--- src/rtl/dpa_pkg.sv ---
// Constants, types and field layout of the phase accumulator core.
// Function
// - Phase accumulator wraps modulo 2^48, stepping by the tuning word.
// - Tuning word input is 48 bits wide.
// - Every sample clock the tuning word is added to the registered total; the core skips the add while its sample FIFO is full.
// - Overflow wraps and keeps the remainder, giving rate step/2^48 times fs.
// - A programmable 14-bit phase offset shifts the output phase.
// - One offset unit equals one part in 2^14 of a full cycle.
// - A 10-bit unsigned full-scale code scales DAC peak current.
// - Full-scale current is Iref times (72 + 192*code/1024).
// - Reset full-scale code gives 20 mA with the recommended resistor.
// - Core and DAC share the system clock as sample clock.
// - One new amplitude sample goes to the DAC per sample clock; the core sends none in a clock where the DAC holds dac_ready_i low.
// - Built-in frequency profiles run without programming the tuning word.
// - Buffered values become active only on a rising update strobe.
// - Reset input holds the core in reset; a 10 us pulse follows power-up.
// - Power-down input makes the core inactive.
`default_nettype none
package dpa_pkg;
    localparam int TUNE_W = 48;
    localparam int PHASE_W = 14;
    localparam int SCALE_W = 10;
    localparam int SAMPLE_W = 14;
    localparam int ADDR_W = 8;
    localparam int DATA_W = 32;
    localparam int FIFO_DEPTH = 16;
    localparam int PIPE_DEPTH = 3;
    // Register offsets
    localparam logic [7:0] OFS_TUNE_LO = 8'h00;
    localparam logic [7:0] OFS_TUNE_HI = 8'h04;
    localparam logic [7:0] OFS_PHASE = 8'h08;
    localparam logic [7:0] OFS_SCALE = 8'h0C;
    localparam logic [7:0] OFS_CTRL = 8'h10;
    localparam logic [7:0] OFS_ACT_TUNE_LO = 8'h14;
    localparam logic [7:0] OFS_ACT_TUNE_HI = 8'h18;
    localparam logic [7:0] OFS_STATUS = 8'h1C;
    // Control fields
    localparam int CTRL_PROF_EN_BIT = 0;
    localparam int CTRL_PROF_SEL_LSB = 1;
    localparam int CTRL_W = 3;
    // Status fields
    localparam int ST_RUN_BIT = 0;
    localparam int ST_PDOWN_BIT = 1;
    localparam int ST_FULL_BIT = 2;
    localparam int ST_EMPTY_BIT = 3;
    localparam int ST_POR_BIT = 4;
    // Reset values; 505 gives 120 uA * (72 + 192*505/1024) = 20 mA
    localparam logic [47:0] RST_TUNE = 48'h0000_0000_0000;
    localparam logic [13:0] RST_PHASE = 14'h0000;
    localparam logic [9:0] RST_SCALE = 10'h1F9;
    localparam logic [2:0] RST_CTRL = 3'h0;
    // Built-in profiles (fs/8, fs/16, fs/32, fs/64)
    localparam logic [47:0] PROF_TUNE_0 = 48'h2000_0000_0000;
    localparam logic [47:0] PROF_TUNE_1 = 48'h1000_0000_0000;
    localparam logic [47:0] PROF_TUNE_2 = 48'h0800_0000_0000;
    localparam logic [47:0] PROF_TUNE_3 = 48'h0400_0000_0000;
    // Power-up reset timing
    localparam int CLK_PERIOD_NS = 8;
    localparam int POR_TIME_NS = 10000;
    localparam int POR_CYCLES = (POR_TIME_NS + CLK_PERIOD_NS - 1) / CLK_PERIOD_NS;
    localparam logic [13:0] MIDSCALE = 14'h2000;
    typedef enum logic [1:0] {
        DPA_ST_POR,
        DPA_ST_RUN,
        DPA_ST_SLEEP
    } dpa_state_t;
endpackage
`default_nettype wire

--- src/rtl/dpa_core.sv ---
// Phase accumulator core with sample FIFO and register port.
//
// Added by the designer: the plain strobed port and the address map.
`timescale 1ns/10ps
`default_nettype none

////////////////////////////////////////////////////////////////////////////////
// Sample FIFO between the sine stage and the DAC
module dpa_fifo #(
    parameter int WIDTH = 14,
    parameter int DEPTH = 16
) (
    input wire logic clk_i,
    input wire logic rst_i,
    input wire logic [WIDTH-1:0] in_data_i,
    input wire logic in_valid_i,
    output logic in_ready_o,
    output logic [WIDTH-1:0] out_data_o,
    output logic out_valid_o,
    input wire logic out_ready_i,
    output logic full_o,
    output logic empty_o
);
    localparam int AW = $clog2(DEPTH);
    logic [WIDTH-1:0] mem_ff [DEPTH];
    logic [AW:0] wr_ptr_ff, nxt_wr_ptr, rd_ptr_ff, nxt_rd_ptr;
    logic push, pop;

    // Flags and handshakes
    assign full_o = (wr_ptr_ff[AW] != rd_ptr_ff[AW]) && (wr_ptr_ff[AW-1:0] == rd_ptr_ff[AW-1:0]);
    assign empty_o = (wr_ptr_ff == rd_ptr_ff);
    assign in_ready_o = !full_o;
    assign out_valid_o = !empty_o;
    assign push = in_valid_i && !full_o;
    assign pop = out_ready_i && !empty_o;
    assign out_data_o = mem_ff[rd_ptr_ff[AW-1:0]];

    // Pointer next values
    always_comb begin
        nxt_wr_ptr = wr_ptr_ff + (push ? (AW+1)'(1) : (AW+1)'(0));
        nxt_rd_ptr = rd_ptr_ff + (pop ? (AW+1)'(1) : (AW+1)'(0));
    end

    // Pointer registers
    always_ff @(posedge clk_i) begin
        if (rst_i) begin
            wr_ptr_ff <= '0;
            rd_ptr_ff <= '0;
        end else begin
            wr_ptr_ff <= nxt_wr_ptr;
            rd_ptr_ff <= nxt_rd_ptr;
        end
    end

    // Storage
    always_ff @(posedge clk_i) begin
        if (push) begin
            mem_ff[wr_ptr_ff[AW-1:0]] <= in_data_i;
        end
    end
endmodule

////////////////////////////////////////////////////////////////////////////////
// Accumulator, offset, sine stage and control registers
module dpa_core
    import dpa_pkg::*;
(
    input wire logic core_clk_i,
    input wire logic rst_i,
    input wire logic power_down_input_i,
    input wire logic io_update_i,
    input wire logic [ADDR_W-1:0] reg_addr_i,
    input wire logic [DATA_W-1:0] reg_wdata_i,
    input wire logic reg_wr_i,
    input wire logic reg_rd_i,
    output logic [DATA_W-1:0] reg_rdata_o,
    output logic [SAMPLE_W-1:0] dac_sample_o,
    output logic dac_valid_o,
    input wire logic dac_ready_i,
    output logic [SCALE_W-1:0] dac_fullscale_code_o,
    output logic dac_enable_o
);
    // Offset-binary sine approximation, parabola per half cycle
    function automatic logic [SAMPLE_W-1:0] sine_of(input logic [PHASE_W-1:0] ph);
        logic [12:0] half;
        logic [13:0] rest;
        logic [26:0] prod;
        logic [12:0] mag;
        half = ph[12:0];
        rest = 14'h2000 - {1'b0, half};
        prod = 27'({14'h0000, half} * {13'h0000, rest});
        mag = prod[24] ? 13'h1FFF : prod[23:11];
        sine_of = ph[13] ? (MIDSCALE - {1'b0, mag}) : (MIDSCALE + {1'b0, mag});
    endfunction

    // Built-in profile table
    function automatic logic [TUNE_W-1:0] profile_tune(input logic [1:0] sel);
        case (sel)
            2'h0: profile_tune = PROF_TUNE_0;
            2'h1: profile_tune = PROF_TUNE_1;
            2'h2: profile_tune = PROF_TUNE_2;
            default: profile_tune = PROF_TUNE_3;
        endcase
    endfunction

    ////////////////////////////////////////////////////////////////////////////
    // Power-up reset pulse and run state
    logic [10:0] por_cnt_ff = '0;
    logic [10:0] nxt_por_cnt;
    dpa_state_t state_ff, nxt_state;
    logic core_rst;
    logic adv;
    logic fifo_in_ready, fifo_full, fifo_empty;

    assign core_rst = rst_i || (por_cnt_ff != 11'(POR_CYCLES));

    // Power-up counter runs once, is restarted by nothing
    always_comb begin
        nxt_por_cnt = por_cnt_ff;
        if (por_cnt_ff != 11'(POR_CYCLES)) begin
            nxt_por_cnt = por_cnt_ff + 11'h001;
        end
    end

    always_ff @(posedge core_clk_i) begin
        por_cnt_ff <= nxt_por_cnt;
    end

    // Run / sleep state
    always_comb begin
        case (state_ff)
            DPA_ST_POR: nxt_state = DPA_ST_RUN;
            DPA_ST_RUN: nxt_state = power_down_input_i ? DPA_ST_SLEEP : DPA_ST_RUN;
            DPA_ST_SLEEP: nxt_state = power_down_input_i ? DPA_ST_SLEEP : DPA_ST_RUN;
            default: nxt_state = DPA_ST_POR;
        endcase
    end

    always_ff @(posedge core_clk_i) begin
        if (core_rst) begin
            state_ff <= DPA_ST_POR;
        end else begin
            state_ff <= nxt_state;
        end
    end

    // Pipeline advances each clock in the run state unless power-down is high or the FIFO is full
    assign adv = (state_ff == DPA_ST_RUN) && !power_down_input_i && fifo_in_ready;

    ////////////////////////////////////////////////////////////////////////////
    // Buffered and active control registers
    logic [TUNE_W-1:0] buf_tune_ff, nxt_buf_tune, act_tune_ff, nxt_act_tune;
    logic [PHASE_W-1:0] buf_phase_ff, nxt_buf_phase, act_phase_ff, nxt_act_phase;
    logic [SCALE_W-1:0] buf_scale_ff, nxt_buf_scale, act_scale_ff, nxt_act_scale;
    logic [CTRL_W-1:0] buf_ctrl_ff, nxt_buf_ctrl, act_ctrl_ff, nxt_act_ctrl;
    logic upd_prev_ff, nxt_upd_prev;
    logic upd_rise;

    assign upd_rise = io_update_i && !upd_prev_ff;

    always_comb begin
        nxt_buf_tune = buf_tune_ff;
        nxt_buf_phase = buf_phase_ff;
        nxt_buf_scale = buf_scale_ff;
        nxt_buf_ctrl = buf_ctrl_ff;
        nxt_upd_prev = io_update_i;
        if (reg_wr_i) begin
            case (reg_addr_i)
                OFS_TUNE_LO: nxt_buf_tune[31:0] = reg_wdata_i;
                OFS_TUNE_HI: nxt_buf_tune[47:32] = reg_wdata_i[15:0];
                OFS_PHASE: nxt_buf_phase = reg_wdata_i[PHASE_W-1:0];
                OFS_SCALE: nxt_buf_scale = reg_wdata_i[SCALE_W-1:0];
                OFS_CTRL: nxt_buf_ctrl = reg_wdata_i[CTRL_W-1:0];
                default: nxt_buf_ctrl = buf_ctrl_ff;
            endcase
        end
        // Copy takes the values buffered before this edge's write
        nxt_act_tune = upd_rise ? buf_tune_ff : act_tune_ff;
        nxt_act_phase = upd_rise ? buf_phase_ff : act_phase_ff;
        nxt_act_scale = upd_rise ? buf_scale_ff : act_scale_ff;
        nxt_act_ctrl = upd_rise ? buf_ctrl_ff : act_ctrl_ff;
    end

    always_ff @(posedge core_clk_i) begin
        if (core_rst) begin
            buf_tune_ff <= RST_TUNE;
            buf_phase_ff <= RST_PHASE;
            buf_scale_ff <= RST_SCALE;
            buf_ctrl_ff <= RST_CTRL;
            act_tune_ff <= RST_TUNE;
            act_phase_ff <= RST_PHASE;
            act_scale_ff <= RST_SCALE;
            act_ctrl_ff <= RST_CTRL;
            upd_prev_ff <= 1'b1;
        end else begin
            buf_tune_ff <= nxt_buf_tune;
            buf_phase_ff <= nxt_buf_phase;
            buf_scale_ff <= nxt_buf_scale;
            buf_ctrl_ff <= nxt_buf_ctrl;
            act_tune_ff <= nxt_act_tune;
            act_phase_ff <= nxt_act_phase;
            act_scale_ff <= nxt_act_scale;
            act_ctrl_ff <= nxt_act_ctrl;
            upd_prev_ff <= nxt_upd_prev;
        end
    end

    // Analog current is Iref*(72+192*code/1024); the core only supplies the code
    assign dac_fullscale_code_o = act_scale_ff;
    assign dac_enable_o = (state_ff == DPA_ST_RUN);

    ////////////////////////////////////////////////////////////////////////////
    // Accumulator, phase offset and sine pipeline
    logic [TUNE_W-1:0] step;
    logic [TUNE_W-1:0] acc_ff, nxt_acc;
    logic [PHASE_W-1:0] phase_ff, nxt_phase;
    logic [SAMPLE_W-1:0] sample_ff, nxt_sample;
    logic [PIPE_DEPTH-1:0] vld_ff, nxt_vld;

    assign step = act_ctrl_ff[CTRL_PROF_EN_BIT]
        ? profile_tune(act_ctrl_ff[CTRL_PROF_SEL_LSB +: 2]) : act_tune_ff;

    always_comb begin
        nxt_acc = acc_ff;
        nxt_phase = phase_ff;
        nxt_sample = sample_ff;
        nxt_vld = vld_ff;
        if (adv) begin
            nxt_acc = acc_ff + step;
            nxt_phase = acc_ff[TUNE_W-1 -: PHASE_W] + act_phase_ff;
            nxt_sample = sine_of(phase_ff);
            nxt_vld = {vld_ff[PIPE_DEPTH-2:0], 1'b1};
        end
    end

    always_ff @(posedge core_clk_i) begin
        if (core_rst) begin
            acc_ff <= '0;
            phase_ff <= '0;
            sample_ff <= MIDSCALE;
            vld_ff <= '0;
        end else begin
            acc_ff <= nxt_acc;
            phase_ff <= nxt_phase;
            sample_ff <= nxt_sample;
            vld_ff <= nxt_vld;
        end
    end

    ////////////////////////////////////////////////////////////////////////////
    // Sample FIFO toward the DAC
    dpa_fifo #(
        .WIDTH(SAMPLE_W),
        .DEPTH(FIFO_DEPTH)
    ) u_fifo (
        .clk_i(core_clk_i),
        .rst_i(core_rst),
        .in_data_i(sample_ff),
        .in_valid_i(vld_ff[PIPE_DEPTH-1] && adv),
        .in_ready_o(fifo_in_ready),
        .out_data_o(dac_sample_o),
        .out_valid_o(dac_valid_o),
        .out_ready_i(dac_ready_i),
        .full_o(fifo_full),
        .empty_o(fifo_empty)
    );

    ////////////////////////////////////////////////////////////////////////////
    // Register read port, data one cycle after the strobe
    logic [DATA_W-1:0] rdata_ff, nxt_rdata;

    always_comb begin
        nxt_rdata = '0;
        if (reg_rd_i) begin
            case (reg_addr_i)
                OFS_TUNE_LO: nxt_rdata = buf_tune_ff[31:0];
                OFS_TUNE_HI: nxt_rdata = {16'h0000, buf_tune_ff[47:32]};
                OFS_PHASE: nxt_rdata = {18'h00000, buf_phase_ff};
                OFS_SCALE: nxt_rdata = {22'h000000, buf_scale_ff};
                OFS_CTRL: nxt_rdata = {29'h00000000, buf_ctrl_ff};
                OFS_ACT_TUNE_LO: nxt_rdata = step[31:0];
                OFS_ACT_TUNE_HI: nxt_rdata = {16'h0000, step[47:32]};
                OFS_STATUS: begin
                    nxt_rdata[ST_RUN_BIT] = (state_ff == DPA_ST_RUN);
                    nxt_rdata[ST_PDOWN_BIT] = (state_ff == DPA_ST_SLEEP);
                    nxt_rdata[ST_FULL_BIT] = fifo_full;
                    nxt_rdata[ST_EMPTY_BIT] = fifo_empty;
                    nxt_rdata[ST_POR_BIT] = core_rst;
                end
                default: nxt_rdata = '0;
            endcase
        end
    end

    always_ff @(posedge core_clk_i) begin
        if (rst_i) begin
            rdata_ff <= '0;
        end else begin
            rdata_ff <= nxt_rdata;
        end
    end

    assign reg_rdata_o = rdata_ff;
endmodule

`default_nettype wire

--- config.mk ---
export PLATFORM = sky130hd
export DESIGN_NAME = dpa_core
export DESIGN_NICKNAME = d
export VERILOG_FILES = /design/src/rtl/dpa_pkg.sv /design/src/rtl/dpa_core.sv
export SDC_FILE = /design/constraint.sdc
export NUM_CORES = 1
export LEC_CHECK = 0
export ABC_AREA = 0
export BUFFER_PORTS_ARGS = -buffer_cell sky130_fd_sc_hd__buf_2
export CAP_MARGIN = 25
export CORE_MARGIN = 5
export CORE_UTILIZATION = 65
export DETAILED_ROUTE_END_ITERATION = 10
export GPL_TIMING_DRIVEN = 0
export HOLD_SLACK_MARGIN = 0.08
export PLACE_DENSITY = 0.86
export SLEW_MARGIN = 0
export SYNTH_ARGS = -nofsm -noshare
export SYNTH_HDL_FRONTEND = slang
export SYNTH_SLANG_ARGS = --single-unit
--- constraint.sdc ---
create_clock -name core_clk_i -period 12.4 [get_ports core_clk_i]
set_input_delay 2.48 -clock core_clk_i [delete_from_list [all_inputs] [get_ports core_clk_i]]
set_output_delay 2.48 -clock core_clk_i [all_outputs]
set_load 0.005 [all_outputs]
* Word level (Yosys, flattened, before mapping) *
Memory sizes are Yosys's and may differ from the RTL's. A register that Yosys moved wholly into a read port is not among the register bits.
Index checks and enable logic that the tools add are counted.

operators by class
  $add $sub $neg = 8
  multiply operators = 1
  equality and inequality tests = 15
  multiplexer cells = 13
  bitwise gates (word level) = 1
  reduce and logical (&&, ||, !) cells = 22

operators by type and width
  operator                                              count
  case mux 27 bit (6 select lines)                      1
  case mux 46 bit (3 select lines)                      1
  adder 48 bit                                          1
  2-to-1 mux 48 bit                                     1
  case mux 5 bit (8 select lines)                       1
  equality test 8 x 5 -> 1 bit (second input constant)  4
  subtractor 14 x 13 -> 14 bit (first input constant)   2
  multiplier 13 x 14 -> 25 bit                          1
  equality test 8 x 4 -> 1 bit (second input constant)  2
  adder 14 x 13 -> 14 bit (first input constant)        1
  adder 14 bit                                          1
  2-to-1 mux 14 bit                                     1
  2-to-1 mux 13 bit                                     1
  adder 11 x 1 -> 11 bit (second input constant)        1
  inequality test 11 bit (second input constant)        1
  adder 5 bit                                           2
  AND reduction 2 bit                                   5
  equality test 8 x 3 -> 1 bit (second input constant)  1
  zero test 8 bit                                       1
  logical AND 1 bit                                     7
  equality test 5 bit                                   1
  equality test 2 x 1 -> 1 bit (second input constant)  2
  equality test 2 bit (second input constant)           2
  equality test 4 bit                                   1
  other kinds (10)                                      18

storage, ports and cells
  register bits = 285
  bits in writable memories = 224
  input bits = 47
  output and inout bits = 58
  logic and storage cells = 80
  memories = 1

memory list
  memory         words  bits a word  read ports  clocked after memory_dff  write ports  RTL line        text
  u_fifo.mem_ff  16     14           1           1                         1            dpa_core.sv:25  logic [WIDTH-1:0] mem_ff [DEPTH];

* Logic depth before layout (Yosys ltp) *
  word-level depth = 8
  mapped depth = 36
  mapped depth without buffers = 34

* Hierarchy *
A second synthesis with hierarchy kept.

unflattened totals
  cells, all modules = 2928
  area, all modules = 29035.3 um2

by module, submodules not included
  module    times used  cells an instance  area an instance (um2)
  dpa_core  1           2425               19681.4
  dpa_fifo  1           503                9354.0

* Least setup slack after synthesis *
OpenSTA, ideal clock, no wires.

  path type = flip-flop to flip-flop
  from = register phase_ff[0]
  to = register sample_ff[12]
  data arrival time = 7.828 ns
  setup slack = 4.502 ns
  cell stages (with the launch flop) = 36
  buffers on the path = 3
  clock period less this slack = 7.898 ns
  cell sequence = dfxtp_1 clkbuf_1 inv_1 ha_1 nor3b_1 nor3b_1 nand2_1 nor3_1 ha_1 clkbuf_1 nand2b_1 fa_1 fa_1 inv_1 fa_1 fa_1 inv_1 fa_1 inv_1 ha_1 a211oi_1 o211ai_1 a31o_1 o21ai_4 a211oi_2 a2111o_4 clkbuf_8 a21oi_1 ha_1 nand3_1 nor2_1 nand3_4 o41ai_2 xnor2_1 nand2_1 a21oi_1

between the ends
  cells in the longest elaborated chain, start to end = 5

ends and longest elaborated chain
  item                                                                     RTL line         text
  from (decl)                                                              dpa_core.sv:216  logic [PHASE_W-1:0] phase_ff, nxt_phase;
  from (signal assigned)                                                   dpa_core.sv:244  phase_ff <= nxt_phase;
  subtractor 14 x 13 -> 14 bit                                             dpa_core.sv:90   rest = 14'h2000 - {1'b0, half};
  multiplier 13 x 14 -> 25 bit *                                           dpa_core.sv:91   prod = 27'({14'h0000, half} * {13'h0000, rest});
  2-to-1 mux 13 bit *                                                      dpa_core.sv:92   mag = prod[24] ? 13'h1FFF : prod[23:11];
  adder 14 x 13 -> 14 bit or subtractor 14 x 13 -> 14 bit (tied branches)  dpa_core.sv:93   sine_of = ph[13] ? (MIDSCALE - {1'b0, mag}) : (MIDSCALE + {1'b0, mag});
  2-to-1 mux 14 bit *                                                      dpa_core.sv:93
  to (signal assigned)                                                     dpa_core.sv:245  sample_ff <= nxt_sample;
  to (decl)                                                                dpa_core.sv:217  logic [SAMPLE_W-1:0] sample_ff, nxt_sample;

Mark *: on every way between the ends. The rest lies on a longest branch, timed or not.
A chain may end at the register's enable or synchronous reset.

* Final worst setup path *
Same ends and word-level chain as after synthesis.

==> summary.md <==
| Metric | Value |
|---|---|
| Worst path slowest cell | fa_1 |
| Max Fanout on Critical Path | 10 |
| Fraction of registers with async set/reset | 0% |
| Cell area after synthesis | 28800 µm² |
| FF+latch count, synth | 509 |
| GRT overflow | 0 |
| FMAX | 97.6 MHz |
| Pwr Density | 115 nW/µm² |
| Post-synthesis xor/xnor area fraction | 2.89% |
| Via density | 6.38 |
| Synth Instances | 2807 |
| Final Critical Period | 10240 ps |
| Final Hold Vio Count | 0 |
| Outcome | finished clean |
| HP Start | dac_fullscale_code_o[9] |
| Final Max Tran Viols | 0 |
| Hold Path Class | reg2reg |
| Wire per inst | 24.0 µm |
| Die Wd | 220 µm |
| Worst slew pin tran | 1120 ps |
| Synth Area in Adders | 15.4% |
| Setup TNS | 0 ps |
| Critical path required time | 12970 ps |
| Final GP Congestion | 1.00 |
| Setup Fix Bufs, Post-CTS | 0 |
| FILL cells | 2973 |
| Vias in the first global route | 23000 |
| CTS tree | done |
| Net count, final | 3312 |
| Critical R2R Launch | phase_ff[0] |
| Top-count cell post-synth | nand2_1 |
| Gr usage total | 35.5% |
| Clk_lat worst skew | 630 ps |
| Die Y | 220 µm |
| Clock-pin slew on the worst setup and hold paths | 70 ps |
| WP data arrival | 10810 ps |
| Top delay family on crit path | adder cells |
| H-tree Lvls | 2 |
| Setup Crit Path Kind | reg2reg |
| Residual DRC | 0 |
| Max_cap viols | 0 |
| Post-synth EDFFs | 235 |
| Core Util, Final | 73.2% |
| Synth unique cells | 94 |
| Synth top cells by count | nand2_1 (502), a21oi_1 (279), dfxtp_1 (274) |
| Final ANT Viol Nets | 0 |
| Post-synthesis mux area share | 6.11% |
| Antenna violations before repair | 0 |
| Port bufs | 102 |
| Root Buffer | clkbuf_16 |
| Top Ports | 105 |
| Mean Syn Cell Area | 10.3 µm² |
| Post-synthesis compound-gate area fraction | 11.1% |
| Yosys top cell area share | 24.5% |
| CTS Hold Bufs | 0 |
| Leakage Power | 12.6 nW |
| Area growth syn-to-layout | 12.0% |
| Initial Util | 65.4% |
| WL final | 87000 µm |
| Number of iterations in the first detailed-routing pass | 8 |
| Post-synthesis simple-gate area fraction | 16.3% |
| First-pass GRT wire length | 132000 µm |
| Combinational family with the most area after synthesis | simple AND/OR/NAND/NOR gates |
| Crit path from | phase_ff[0] |
| CTS max path bufs | 3 |
| CTS Buf Count | 49 |
| Row count | 77 |
| Yosys top cell by area | edfxtp_1 |
| Final Skew | 39.5 ps |
| First DRT Iteration DRCs | 2887 |
| # setup viols final | 0 |
| Detailed-route via count | 23100 |
| RSZ-0062 raised after global routing | no |
| Largest net degree at the start of global routing | 18 |
| Clock sinks | 509 |
| Ys Warns | 0 |
| Synth Flop Type | dfxtp_1 |
| Worst rel slew slack | 25.3% |
| Multi-input gate area in the final layout | 15000 µm² |
| Die footprint | 48600 µm² |
| Max IR drop VDD | 122 µV |
| Setup crit start kind | flop |
| Core ar. | 44000 µm² |
| Ranking of synthesized cells by area | edfxtp_1 (25%), dfxtp_1 (19%), fa_1 (9.2%), nand2_1 (6.5%), ha_1 (6.3%) |
| Worst setup EP type | flop |
| DP Wirelength | 61100 µm |
| Final period utilization | 82.6% |
| Largest stage delay, worst path | 580 ps |
| Share of layout cells above drive strength 1 | 11.4% |
| FF+latch area | 12500 µm² |
| Post-CTS Resized | 0 |
| WP buf/inv | 8 |
| Part of the Yosys area used for sequential elements | 43.6% |
layout make-up:
cell class	count	share of cell area, %
antenna	1	0.00776
buffer	150	1.98
clock buffer	61	4.26
clock inverter	31	1.61
inverter	179	2.08
multi-input combinational	1978	46.5
sequential	509	38.9
tap	592	2.30
timing repair buffer	122	2.32
routing by layer:
metal  vias up  share of wire [%]  track usage (%)
met2      1539                 49             61.1
met4         0                6.6             18.1
met3       426                8.6             5.94
li1      10000                  -                -
met1     11100                 36             43.3
met5         -                  0                0
power breakdown:
part           switching (mW)  leakage, nW  internal, mW  total (mW)
clock network           0.714        0.915          1.03        1.75
logic                   0.130         7.23        0.0589       0.189
registers              0.0229         4.48          1.76        1.79
registers in the layout (all words and copies together) (netlist names), 11 cells and up:
signal / flops
acc_ff: 48
act_phase_ff: 14
act_tune_ff: 48
buf_phase_ff: 14
buf_tune_ff: 48
phase_ff: 14
por_cnt_ff: 11
reg_rdata_o: 32
sample_ff: 14
u_fifo.mem_ff: 224
stage by stage:
| step | setup slack [ps] | std cells | hold slack, ps | total power [mW] | area (µm²) |
|---|---|---|---|---|---|
| 6_report | 2160 | 3623 | 455 | 3.72 | 32200 |
| 2_1_floorplan | 4500 | 2816 | 432 | 1.93 | 28800 |
| 3_5_place_dp | 2700 | 3524 | 447 | 2.00 | 30300 |
| 5_1_grt | 1920 | 3622 | 477 | 3.80 | 32200 |
| 4_1_cts | 2480 | 3616 | 457 | 3.71 | 32200 |
| 3_3_place_gp | 2870 | 3510 | 442 | 1.99 | 30100 |
placed cells by master, fill, tap and decap left out, drive strengths merged, types with 57 or more instances in the layout:
master  synthesis  final
edfxtp        235    235
clkbuf        135    196
buf            15    137
nor2          124    124
a21oi         281    281
dfxtp         274    274
ha            144    144
fa            132    132
nand2b         81     81
mux4           73     73
nor2b         116    116
xnor2          57     57
nand2         502    502
inv           178    182
worst register-to-register path, delay by kind of cell (launching register included):
kind	cells	cell delay, ps
buffers and inverters	8	1480
DFF	1	400
and+or+nand+nor	13	3020
AOI/OAI and AO/OA	5	1370
xor gates and xnor gates	1	180
adders and majority gates	9	3760
worst paths after layout:
| kind | cells past startpoint | to | slack (ps) |
|---|---|---|---|
| setup / recovery | 36 | sample_ff[12] | 2160 |
| hold / removal | 2 | dac_fullscale_code_o[9] | 460 |
| setup reg to reg | 36 | sample_ff[12] | 2160 |
| hold reg to reg | 2 | dac_fullscale_code_o[9] | 460 |
logic make-up after synthesis:
logic type | count (synthesis)
buffers and inverters | 329
adders and majority gates | 276
AOI/OAI and AO/OA | 515
muxes | 84
and+or+nand+nor | 998
DFF | 509
xor gates and xnor gates | 94
other | 2
(Power assumes the default switching activity.)
